### src/include/isc_pkg.sv
/*
 * Constants shared by the ISP, boot and security control logic: register
 * offsets, field positions, reset values and security word layout.
 * Assumes an 8-bit special-function register address space.
 */
`default_nettype none

package isc_pkg;

    localparam int unsigned ADDR_W = 8;
    localparam int unsigned DATA_W = 8;

    // register offsets
    localparam logic [7:0] OFS_CHIP_CONTROL = 8'hBF;
    localparam logic [7:0] OFS_WRITE_UNLOCK = 8'hC6;
    localparam logic [7:0] OFS_SEC_SHADOW = 8'hC5;
    localparam logic [7:0] OFS_STATUS = 8'hC4;

    // control register fields
    localparam int unsigned BIT_SOFT_RESET = 7;
    localparam int unsigned BIT_AUX_RAM = 4;
    localparam int unsigned BIT_BOOT_SEL = 1;
    localparam int unsigned BIT_PROG_EN = 0;
    localparam logic [7:0] CTRL_RESET = 8'h00;
    // bits software may hold: 4, 1, 0 only
    localparam logic [7:0] CTRL_WR_MASK = 8'h13;

    // unlock sequence values
    localparam logic [7:0] UNLOCK_FIRST = 8'h87;
    localparam logic [7:0] UNLOCK_SECOND = 8'h59;

    // status register fields
    localparam int unsigned ST_ISP_MODE = 0;
    localparam int unsigned ST_IDLE_ARMED = 1;
    localparam int unsigned ST_FORCED_BOOT = 2;
    localparam int unsigned ST_UNLOCKED = 3;
    localparam int unsigned ST_CODE_LOCKED = 4;

    // security word location and layout
    localparam logic [15:0] SEC_WORD_ADDR = 16'hFFFF;
    localparam int unsigned SEC_LOCK = 0;
    localparam int unsigned SEC_TBL_INHIBIT = 1;
    localparam int unsigned SEC_ENCRYPT = 2;
    localparam int unsigned SEC_OSC_GAIN = 7;
    localparam logic [7:0] SEC_ERASED = 8'hFF;

    localparam logic [7:0] READ_ZERO = 8'h00;

    typedef enum logic [2:0] {
        ISC_NORMAL = 3'b001,
        ISC_IDLE_ARMED = 3'b010,
        ISC_PROGRAMMING = 3'b100
    } isc_mode_e;

endpackage

`default_nettype wire

### src/verilog/isc_sec_word.sv
/*
 * One-way security word: bits only move from 1 to 0 when programmed and
 * return to 1 only on an erase-all, a reset or a load from sec_image.
 * Assumes the nonvolatile image arrives on sec_image after reset release.
 */
`timescale 1ns/10ps
`default_nettype none

module isc_sec_word (
    input wire logic core_clk,
    input wire logic resetn,
    input wire logic load,
    input wire logic [7:0] sec_image,
    input wire logic prog,
    input wire logic [7:0] prog_data,
    input wire logic erase_all,
    output logic [7:0] word
);

    logic [7:0] word_q;
    logic [7:0] word_d;

    // programming can only clear bits; erase-all wins over a program
    assign word_d = erase_all ? isc_pkg::SEC_ERASED :
                    load ? sec_image :
                    prog ? (word_q & prog_data) : word_q;

    always_ff @(posedge core_clk or negedge resetn) begin
        if (!resetn) begin
            word_q <= isc_pkg::SEC_ERASED;
        end else begin
            word_q <= word_d;
        end
    end

    assign word = word_q;

endmodule

`default_nettype wire

### src/verilog/isc_control.sv
/*
 * ISP, boot-bank and code-security control for an 8-bit controller:
 * chip control register with unlock sequence, boot strap capture,
 * programming-mode entry, security word gating of flash and table reads.
 * Assumes a plain register port in the core clock domain and straps held
 * steady by the board across reset.
 */
// The plain strobed port was decided locally.
// Behaviour
// bits 7,1,0 written 1 cause full soft reset
// bit 7 reads 1 in forced loader boot
// control bit 4 enables auxiliary RAM
// bit 1 selects loader location and target bank; code uses it only for target_loader_bank, exec bank comes from the straps
// program enable enters ISP after idle wake-up
// program enable clear refuses all flash operations
// power-on boots application bank by default
// straps P2.7/P2.6 low or P4.3 low force loader
// security word blocked during programming mode
// security bits return to 1 only by erase-all; code also sets them to 1 on reset and loads sec_image on sec_load
// security word sits at 0FFFFH of loader space
// lock bit 0 denies flash and setting access
// inhibit 0: external table reads see external only
// inhibit 1: table reads unrestricted
// encryption encodes port 0 data, chip erase clears
// security bit 7 at 0 halves oscillator gain
// software unlocks control with 87H then 59H
// reserved bits read 0, bits 3,2 held 0
`timescale 1ns/10ps
`default_nettype none

module isc_control #(
    parameter logic [7:0] ENCRYPT_KEY = 8'hA5
) (
    input wire logic core_clk,
    input wire logic resetn,

    // register port
    input wire logic [7:0] reg_addr,
    input wire logic [7:0] reg_wdata,
    input wire logic reg_wr,
    input wire logic reg_rd,
    output logic [7:0] reg_rdata,

    // boot straps
    input wire logic strap_p27,
    input wire logic strap_p26,
    input wire logic strap_p43,

    // cpu power state
    input wire logic cpu_idle,
    input wire logic wake_irq,
    output logic cpu_soft_reset,
    output logic exec_loader_bank,
    output logic aux_ram_enable,
    output logic target_loader_bank,
    output logic isp_mode,

    // flash operation requests
    input wire logic flash_op_req,
    output logic flash_op_grant,
    output logic flash_op_refused,

    // security word access
    input wire logic [7:0] sec_image,
    input wire logic sec_load,
    input wire logic sec_wr,
    input wire logic sec_rd,
    input wire logic [15:0] sec_addr,
    input wire logic sec_loader_space,
    input wire logic [7:0] sec_wdata,
    input wire logic erase_all,
    output logic [7:0] sec_rdata,
    output logic sec_access_denied,

    // code table reads
    input wire logic tbl_rd_req,
    input wire logic tbl_rd_from_ext,
    input wire logic tbl_rd_to_int,
    output logic tbl_rd_allow,

    // port 0 data path and oscillator
    input wire logic [7:0] p0_data_in,
    output logic [7:0] p0_data_out,
    output logic osc_half_gain
);

    function automatic logic [7:0] p0_encode(input logic [7:0] d,
                                             input logic en);
        logic [7:0] r;
        r = en ? (d ^ ENCRYPT_KEY) : d;
        return r;
    endfunction

    function automatic logic hit(input logic [7:0] a, input logic [7:0] o);
        logic h;
        h = (a == o);
        return h;
    endfunction

    logic [7:0] ctrl_q;
    logic [7:0] ctrl_d;

    logic forced_boot_q;
    logic strap_pending_q;
    logic soft_rst_q;

    logic got_first_q;
    logic got_first_d;
    logic unlocked_q;
    logic unlocked_d;

    logic [7:0] rdata_q;
    logic [7:0] rdata_d;
    logic [7:0] sec_rdata_q;
    logic [7:0] sec_rdata_d;

    logic [7:0] p0_q;

    isc_pkg::isc_mode_e mode_q;
    isc_pkg::isc_mode_e mode_d;

    logic [7:0] sec_word;

    logic ctrl_hit;
    logic unlock_hit;
    logic shadow_hit;
    logic status_hit;

    logic ctrl_write;
    logic soft_rst_req;

    logic forced_now;

    logic lock_ok;
    logic sec_addr_ok;
    logic sec_allowed;
    logic sec_prog;
    logic encrypt_on;

    logic [7:0] ctrl_view;
    logic [7:0] status_view;

    // address decode
    assign ctrl_hit = hit(reg_addr, isc_pkg::OFS_CHIP_CONTROL);
    assign unlock_hit = hit(reg_addr, isc_pkg::OFS_WRITE_UNLOCK);
    assign shadow_hit = hit(reg_addr, isc_pkg::OFS_SEC_SHADOW);
    assign status_hit = hit(reg_addr, isc_pkg::OFS_STATUS);

    // security word fields
    // erased bits read 1: open, unencrypted, full gain
    assign lock_ok = sec_word[isc_pkg::SEC_LOCK];
    assign encrypt_on = ~sec_word[isc_pkg::SEC_ENCRYPT];

    // control writes need the unlock sequence and an open lock bit
    assign ctrl_write = reg_wr & ctrl_hit & unlocked_q & lock_ok;

    // soft reset needs reset, boot-select and program-enable all set
    assign soft_rst_req = ctrl_write
        & reg_wdata[isc_pkg::BIT_SOFT_RESET]
        & reg_wdata[isc_pkg::BIT_BOOT_SEL]
        & reg_wdata[isc_pkg::BIT_PROG_EN];

    // reserved and must-be-zero bits never stored
    // a soft reset wins over a same-cycle write
    assign ctrl_d = soft_rst_q ? isc_pkg::CTRL_RESET :
                    ctrl_write ? (reg_wdata & isc_pkg::CTRL_WR_MASK) :
                    ctrl_q;

    // unlock: first value arms, second opens, anything else closes
    always_comb begin
        got_first_d = got_first_q;
        unlocked_d = unlocked_q;

        if (soft_rst_q) begin
            got_first_d = 1'b0;
            unlocked_d = 1'b0;
        end else if (reg_wr & unlock_hit) begin
            if (reg_wdata == isc_pkg::UNLOCK_FIRST) begin
                got_first_d = 1'b1;
                unlocked_d = 1'b0;
            end else if (reg_wdata == isc_pkg::UNLOCK_SECOND
                    && got_first_q) begin
                got_first_d = 1'b0;
                unlocked_d = 1'b1;
            end else begin
                got_first_d = 1'b0;
                unlocked_d = 1'b0;
            end
        end
    end

    // strap decode: both P2 straps low, or P4.3 low
    assign forced_now = (~strap_p27 & ~strap_p26) | ~strap_p43;

    // programming-mode entry: armed by idle, entered on wake-up
    always_comb begin
        mode_d = mode_q;

        if (soft_rst_q) begin
            mode_d = isc_pkg::ISC_NORMAL;
        end else begin
            unique case (mode_q)
                isc_pkg::ISC_NORMAL: begin
                    if (ctrl_q[isc_pkg::BIT_PROG_EN] & cpu_idle) begin
                        mode_d = isc_pkg::ISC_IDLE_ARMED;
                    end
                end

                isc_pkg::ISC_IDLE_ARMED: begin
                    if (!ctrl_q[isc_pkg::BIT_PROG_EN]) begin
                        mode_d = isc_pkg::ISC_NORMAL;
                    end else if (wake_irq) begin
                        mode_d = isc_pkg::ISC_PROGRAMMING;
                    end
                end

                isc_pkg::ISC_PROGRAMMING: begin
                    if (!ctrl_q[isc_pkg::BIT_PROG_EN]) begin
                        mode_d = isc_pkg::ISC_NORMAL;
                    end
                end

                default: begin
                    mode_d = isc_pkg::ISC_NORMAL;
                end
            endcase
        end
    end

    always_ff @(posedge core_clk or negedge resetn) begin
        if (!resetn) begin
            ctrl_q <= isc_pkg::CTRL_RESET;
            got_first_q <= 1'b0;
            unlocked_q <= 1'b0;
            mode_q <= isc_pkg::ISC_NORMAL;
        end else begin
            ctrl_q <= ctrl_d;
            got_first_q <= got_first_d;
            unlocked_q <= unlocked_d;
            mode_q <= mode_d;
        end
    end

    // soft reset pulse; straps re-sampled as on power-up
    always_ff @(posedge core_clk or negedge resetn) begin
        if (!resetn) begin
            soft_rst_q <= 1'b0;
            strap_pending_q <= 1'b1;
            forced_boot_q <= 1'b0;
        end else begin
            soft_rst_q <= soft_rst_req;
            strap_pending_q <= soft_rst_q;
            if (strap_pending_q) begin
                forced_boot_q <= forced_now;
            end
        end
    end

    assign cpu_soft_reset = soft_rst_q;

    // application bank unless straps forced the loader
    assign exec_loader_bank = forced_boot_q;
    assign aux_ram_enable = ctrl_q[isc_pkg::BIT_AUX_RAM];

    assign target_loader_bank = ~ctrl_q[isc_pkg::BIT_BOOT_SEL];
    assign isp_mode = (mode_q == isc_pkg::ISC_PROGRAMMING);

    // flash operations run only in ISP, during idle, with lock open
    assign flash_op_grant = flash_op_req & ctrl_q[isc_pkg::BIT_PROG_EN]
        & isp_mode & cpu_idle & lock_ok;
    assign flash_op_refused = flash_op_req & ~flash_op_grant;

    // security word: one address in loader space, never in ISP
    assign sec_addr_ok = sec_loader_space
        & (sec_addr == isc_pkg::SEC_WORD_ADDR);

    assign sec_allowed = sec_addr_ok & ~isp_mode & lock_ok;
    assign sec_prog = sec_wr & sec_allowed;
    assign sec_access_denied = (sec_wr | sec_rd) & ~sec_allowed;

    isc_sec_word u_sec_word (
        .core_clk(core_clk),
        .resetn(resetn),
        .load(sec_load),
        .sec_image(sec_image),
        .prog(sec_prog),
        .prog_data(sec_wdata),
        .erase_all(erase_all),
        .word(sec_word)
    );

    // denied reads return zero, never stale data
    assign sec_rdata_d = (sec_rd & sec_allowed) ? sec_word
                                                : isc_pkg::READ_ZERO;

    // table reads into internal code gated by the inhibit bit
    assign tbl_rd_allow = tbl_rd_req & (~tbl_rd_to_int | ~tbl_rd_from_ext
        | sec_word[isc_pkg::SEC_TBL_INHIBIT]);

    // bit 7 of the view mirrors forced loader boot, not the stored bit
    assign ctrl_view = {forced_boot_q, 2'b00, ctrl_q[isc_pkg::BIT_AUX_RAM],
                        2'b00, ctrl_q[isc_pkg::BIT_BOOT_SEL],
                        ctrl_q[isc_pkg::BIT_PROG_EN]};

    always_comb begin
        status_view = isc_pkg::READ_ZERO;

        status_view[isc_pkg::ST_ISP_MODE] = isp_mode;
        status_view[isc_pkg::ST_IDLE_ARMED] =
            (mode_q == isc_pkg::ISC_IDLE_ARMED);
        status_view[isc_pkg::ST_FORCED_BOOT] = forced_boot_q;
        status_view[isc_pkg::ST_UNLOCKED] = unlocked_q;
        status_view[isc_pkg::ST_CODE_LOCKED] = ~lock_ok;
    end

    // shadow reads obey the same gating as direct security access
    assign rdata_d = ~reg_rd ? isc_pkg::READ_ZERO :
                     ctrl_hit ? ctrl_view :
                     status_hit ? status_view :
                     (shadow_hit & ~isp_mode & lock_ok) ? sec_word :
                     isc_pkg::READ_ZERO;

    // port 0 data registered so encoding never glitches the bus
    always_ff @(posedge core_clk or negedge resetn) begin
        if (!resetn) begin
            rdata_q <= isc_pkg::READ_ZERO;
            sec_rdata_q <= isc_pkg::READ_ZERO;
            p0_q <= isc_pkg::READ_ZERO;
        end else begin
            rdata_q <= rdata_d;
            sec_rdata_q <= sec_rdata_d;
            p0_q <= p0_encode(p0_data_in, encrypt_on);
        end
    end

    assign reg_rdata = rdata_q;
    assign sec_rdata = sec_rdata_q;
    assign p0_data_out = p0_q;

    assign osc_half_gain = ~sec_word[isc_pkg::SEC_OSC_GAIN];

endmodule

`default_nettype wire

### config.mk
export PLATFORM = sky130hd
export DESIGN_NAME = isc_control
export DESIGN_NICKNAME = d
export VERILOG_FILES = /design/src/include/isc_pkg.sv /design/src/verilog/isc_sec_word.sv /design/src/verilog/isc_control.sv
export SDC_FILE = /design/constraint.sdc
export NUM_CORES = 1
export LEC_CHECK = 0
export BUFFER_PORTS_ARGS = -buffer_cell sky130_fd_sc_hd__buf_4
export CAP_MARGIN = 0
export CORE_ASPECT_RATIO = 2
export CORE_UTILIZATION = 46
export CTS_BUF_LIST = sky130_fd_sc_hd__clkbuf_8
export DETAILED_ROUTE_END_ITERATION = 10
export PLACE_DENSITY = 0.9
export SLEW_MARGIN = 15
export SYNTH_ARGS = -nofsm -noshare
export SYNTH_HDL_FRONTEND = slang
export SYNTH_SLANG_ARGS = --single-unit
export TNS_END_PERCENT = 10
### constraint.sdc
create_clock -name core_clk -period 2.13 [get_ports core_clk]
set_input_delay 0.3195 -clock core_clk [delete_from_list [all_inputs] [get_ports core_clk]]
set_output_delay 0.3195 -clock core_clk [all_outputs]
set_load 0.05 [all_outputs]
[Word level (Yosys, flattened, before mapping)]
Index checks and enable logic that the tools add are counted.
Cells by class
  equality and inequality tests: 13
  multiplexer cells: 24
  bitwise logic cells: 40
  reductions and logical operators: 5
Operator list (count)
  two-way mux 8 bit: 9
  == test 8 bit (second input constant): 5
  bitwise AND 1 bit: 23
  == test 16 bit (second input constant): 1
  two-way mux 3 bit: 5
  inverter 1 bit: 11
  two-way mux 5 bit: 2
  one-hot mux 3 bit (3 select lines): 1
  bitwise AND 8 bit: 1
  == test 8 x 7 -> 1 bit (second input constant): 1
  two-way mux 1 bit: 7
  inequality test 4 bit (second input constant): 1
  inverter 4 bit: 1
  OR 1 bit: 4
  nonzero test 2 bit: 2
  == test 3 x 1 -> 1 bit (second input constant): 1
  == test 3 x 2 -> 1 bit (second input constant): 1
  == test 3 bit (second input constant): 1
  inequality test 3 x 2 -> 1 bit (second input constant): 1
  inequality test 3 bit (second input constant): 1
  AND reduction 3 bit: 1
  nonzero test 3 bit: 1
  logical AND 1 bit: 1
Word-level totals
  register bits: 45
  input bits: 74
  output and inout bits: 34
  logic and storage cells: 93

[Depth between registers and ports, before layout]
  word-level depth: 8
  gate-level depth with buffers: 7

[Hierarchy]
From an unflattened synthesis, not the netlist that was laid out.
Unflattened totals
  cell total of the unflattened synthesis: 180
  area total of the unflattened synthesis: 1988.2 µm²
Modules (own cells, without submodules)
  isc_control: times used 1, cells each 138, area an instance 1550.2 µm²
  isc_sec_word: times used 1, cells each 42, area an instance 437.9 µm²

[Least setup slack after synthesis]
Ideal clock, no wire load.
  kind: register -> output
  start: register mode_q[1]
  end: output port sec_access_denied
  arrival time: 2.106 ns
  setup slack: -0.295 ns
  cell stages (with the launch flop): 6
  buffers on the path: 1
  path through: dfrtp_1 > clkbuf_2 > or3b_1 > inv_2 > nor3b_1 > a31oi_1
On the way
  longest elaborated chain between the ends: 6
Ends and longest elaborated chain
  start, declared: RTL line isc_control.sv:119  | isc_pkg::isc_mode_e mode_q;
  start signal, assigned: RTL line isc_control.sv:235  | mode_q <= isc_pkg::ISC_NORMAL;
  start signal, assigned: RTL line isc_control.sv:240  | mode_q <= mode_d;
  == test 3 bit: RTL line isc_control.sv:266  | assign isp_mode = (mode_q == isc_pkg::ISC_PROGRAMMING);
  via isp_mode: RTL line isc_control.sv:56  | output logic isp_mode,
  inverter 1 bit: RTL line isc_control.sv:277  | assign sec_allowed = sec_addr_ok & ~isp_mode & lock_ok;
  bitwise AND 1 bit (2 in a row): RTL line isc_control.sv:277
  inverter 1 bit: RTL line isc_control.sv:279  | assign sec_access_denied = (sec_wr | sec_rd) & ~sec_allowed;
  bitwise AND 1 bit: RTL line isc_control.sv:279
  end, declared: RTL line isc_control.sv:73  | output logic sec_access_denied,
The timed path passes the listed nets, and every way through them passes these cells.

[Worst setup path in the final report]
  start: register mode_q[2]
  end: output port sec_access_denied
On the way
  longest elaborated chain between the ends: 6
Ends and longest elaborated chain (RTL line)
  == test 3 bit: isc_control.sv:266
  inverter 1 bit: isc_control.sv:277
  bitwise AND 1 bit (2 in a row): isc_control.sv:277
  inverter 1 bit: isc_control.sv:279
  bitwise AND 1 bit: isc_control.sv:279
Every way passes these cells.

==> impl_metrics.py <==
metrics = {
    "status": {
        "status": "finished, violations left",
        "violations": "hold timing",
    },
    "die": {
        "die_x_um": 48.08,
        "die_h_um": 94.15,
        "core.rowCount": 33,
        "core_sq_um": 4088,
        "die-area_sq_um": 4526,
        "ios": 108,
        "initial_core_util_pct": 47.78,
    },
    "worst_setup_path": {
        "crit_arrival_ns": 1.74,
        "slowest_stage": "dfrtp_2",
        "worstSetupStartpointType": "register",
        "required_ns": 1.81,
        "max_stage_delay_ns": 0.42,
        "cp_max_fo": 7,
        "cp_top_family": "simple AND/OR/NAND/NOR gates",
        "critPathBufInv": 2,
        "cp-end-kind": "primary output",
        "cp-startpoint": "mode_q[2]",
        "reg2reg_from": "mode_q[0]",
        "crit_type": "register to primary output",
        "crit_chain": "or3b_1, inv_2, nor3b_2, a31oi_2, buf_6",
    },
    "yosys": {
        "synth_nets": 257,
        "yosysUniqueCellTypes": 40,
        "ys_seq_area_share_pct": 55.73,
        "synth-seq-cells": 43,
        "synth_cells": 183,
        "synth_warnings": 0,
        "netlist_area_sq_um": 1953,
        "syn_area_per_cell_sq_um": 10.67,
    },
    "route": {
        "drt_iter0_drc": 34,
        "wirelength_um": 5408,
        "final_antenna_net_count": 0,
        "via_per_inst": 5.447,
        "dr.pass1.iters": 6,
        "wl_per_cell_um": 15.59,
        "vias": 1890,
        "drc": 0,
    },
    "sta": {
        "grt_setup_unrepaired": "no",
        "period_minus_slack_ns": 2.064,
        "relSlewSlack_pct": 62.64,
        "worst_slew_pin_slew_ns": 0.5561,
        "period_share_pct": 96.88,
        "whs_ns": -0.01391,
        "setup_viol": 0,
        "drv_slew": 0,
        "hold_violations": 16,
        "finalClockSkew_ns": 0.006670,
        "max_freq_mhz": 484.6,
    },
    "power": {
        "ir_drop_mv": 0.5598,
        "cellLeakagePower_nw": 1.395,
        "p_per_area_nw_per_um2": 559.4,
    },
    "global_route": {
        "grt_max_degree": 44,
        "grt-ovfl-total": 0,
        "grt_pass1_wl_um": 8452,
        "grtUsageTotal_pct": 26.85,
        "antenna_found_initial": 0,
        "first_global_vias": 1910,
    },
    "clocking": {
        "htreeDepth": 2,
        "cts_hold_buf": 0,
        "clock_latency_ns": 0.30,
        "cts.path.max_buffers": 2,
        "clkTransAtPathRegs_ns": 0.08,
        "cts_tree": "built",
        "cts-buffers-inserted": 5,
        "cts_sinks": 43,
        "root_buffer": "clkbuf_8",
    },
    "finish": {
        "fillCellCount": 296,
        "diodes": 0,
        "nNetsFinal": 368,
        "layout-drive-gt1-share_pct": 47.80,
        "stdcell_count": 347,
        "area_delta_synth_final_pct": 49.71,
    },
    "worst_hold_path": {
        "hp-class": "input pin to async pin",
    },
    "flow_run": {
        "cap_violations": 0,
    },
    "placement": {
        "dp_cells": 338,
        "io_buffers": 107,
        "globalplace.congestion": 0.8410,
        "place_hpwl_um": 4226,
    },
}
cell usage in the layout (no fill, tap or decap), types with 6 or more instances in the layout:
cell,Yosys,final
a21oi_1,11,11
and2_1,7,7
buf_4,0,109
dfrtp_1,33,32
dfstp_2,10,10
inv_1,5,6
mux2i_1,6,6
nand2_1,8,8
nor2_1,19,18
nor3_1,13,13
o21ai_0,8,8
or3_1,7,7
flip-flops by register name, summed over array words and instances, names as in the netlist:
name,cells
unlocked_q,1
sec_rdata,8
strap_pending_q,1
mode_q,3
ctrl_q,3
cpu_soft_reset,1
u_sec_word.word,8
p0_data_out,8
reg_rdata,8
exec_loader_bank,1
got_first_q,1
layout make-up:
class / instances / area, sq um / area share, %
clock buffer: 5 / 68.82 / 2.353
clock inverter: 3 / 16.27 / 0.5563
inverter: 6 / 22.52 / 0.7702
multi-input combinational: 128 / 832.0 / 28.46
sequential: 43 / 1090 / 37.27
tap: 52 / 65.06 / 2.225
timing repair buffer: 110 / 829.5 / 28.37
timing repair:
action / 4_1_cts / 5_1_grt
setup endpoints to repair: 1 / 1
gates cloned: 0 / 0
setup buffers: 1 / 0
resized for setup: 1 / 2
pin swaps: 0 / 0
per-stage QoR:
stage / util [%] / total power, W / setup TNS, ns / area [sq um] / setup slack (ns)
2_1_floorplan: - / 0.0009793 / -0.05849 / 1962 / -0.05849
3_3_place_gp: 69.02 / 0.001145 / 0 / 2821 / 0.3395
3_5_place_dp: 69.02 / 0.001152 / 0 / 2821 / 0.2843
4_1_cts: 71.38 / 0.001648 / 0 / 2918 / 0.02087
5_1_grt: 71.53 / 0.001709 / 0 / 2924 / 0.002520
6_report: 71.53 / 0.001636 / 0 / 2924 / 0.06638
power by group:
group / switching (W) / total (W) / internal (W)
Sequential: 0.0000147 / 0.000859 / 0.000844
Clock: 0.000275 / 0.000499 / 0.000224
Combinational: 0.000146 / 0.000278 / 0.000133
cells in the mapped netlist (all sizes together):
| cell type | number | area [sq um] |
|---|---|---|
| dfstp | 10 | 262.8 |
| nor4 | 3 | 55.05 |
| xnor2 | 4 | 35.03 |
| and2 | 7 | 43.79 |
| a221oi | 3 | 32.53 |
| mux2i | 6 | 60.06 |
| nor2b | 2 | 12.51 |
| o31ai | 1 | 7.510 |
| clkbuf | 6 | 23.77 |
| a21oi | 11 | 55.05 |
| nand4b | 2 | 17.52 |
| or2 | 2 | 12.51 |
| nor2 | 19 | 71.32 |
| o21ai | 8 | 40.04 |
| and4 | 2 | 17.52 |
| nor4bb | 1 | 10.01 |
| nor3 | 13 | 65.06 |
| nand3b | 1 | 7.510 |
| nand4 | 5 | 31.28 |
| or3 | 7 | 43.79 |
| nand2 | 8 | 30.03 |
| nand3 | 3 | 15.01 |
| and4b | 1 | 10.01 |
| inv | 6 | 22.52 |
| a31oi | 2 | 12.51 |
| and3 | 2 | 12.51 |
| o211ai | 1 | 7.510 |
| a22oi | 3 | 22.52 |
| dfrtp | 33 | 825.8 |
| nand2b | 3 | 18.77 |
| or3b | 2 | 17.52 |
| nor3b | 2 | 15.01 |
| o21a | 2 | 15.01 |
| or4b | 2 | 23.77 |
cells by family (layout without fill, tap and decap cells):
| family | Yosys count | in the layout | share of synthesized area [%] |
|---|---|---|---|
| XOR/XNOR | 4 | 4 | 1.794 |
| AO/OA/AOI/OAI | 31 | 31 | 9.865 |
| multiplexers | 6 | 6 | 3.075 |
| buffers and inverters | 12 | 124 | 2.370 |
| flip-flops | 43 | 43 | 55.73 |
| AND/OR/NAND/NOR | 87 | 87 | 27.16 |
layer usage:
layer  vias up  global-route usage, %  part of all wire [%]
met5         -                      0                     0
met4         0                  14.35                   4.2
met3        18                  5.192                   4.1
met2        83                  47.30                    59
met1       911                  27.15                    33
li1        878                      -                     -
worst paths after layout:
check	endpoint	slack [ns]	cells past startpoint
worst max-delay path	sec_access_denied	0.07	5
worst min-delay path	p0_data_out[1]	-0.01	1
worst max register to register	reg_rdata[2]	0.38	6
worst min register to register	strap_pending_q	0.52	0
max in group asynchronous	mode_q[2]	1.75	1
min in group core_clk	p0_data_out[6]	0.12	1
Power figures use the tool's default switching activity.
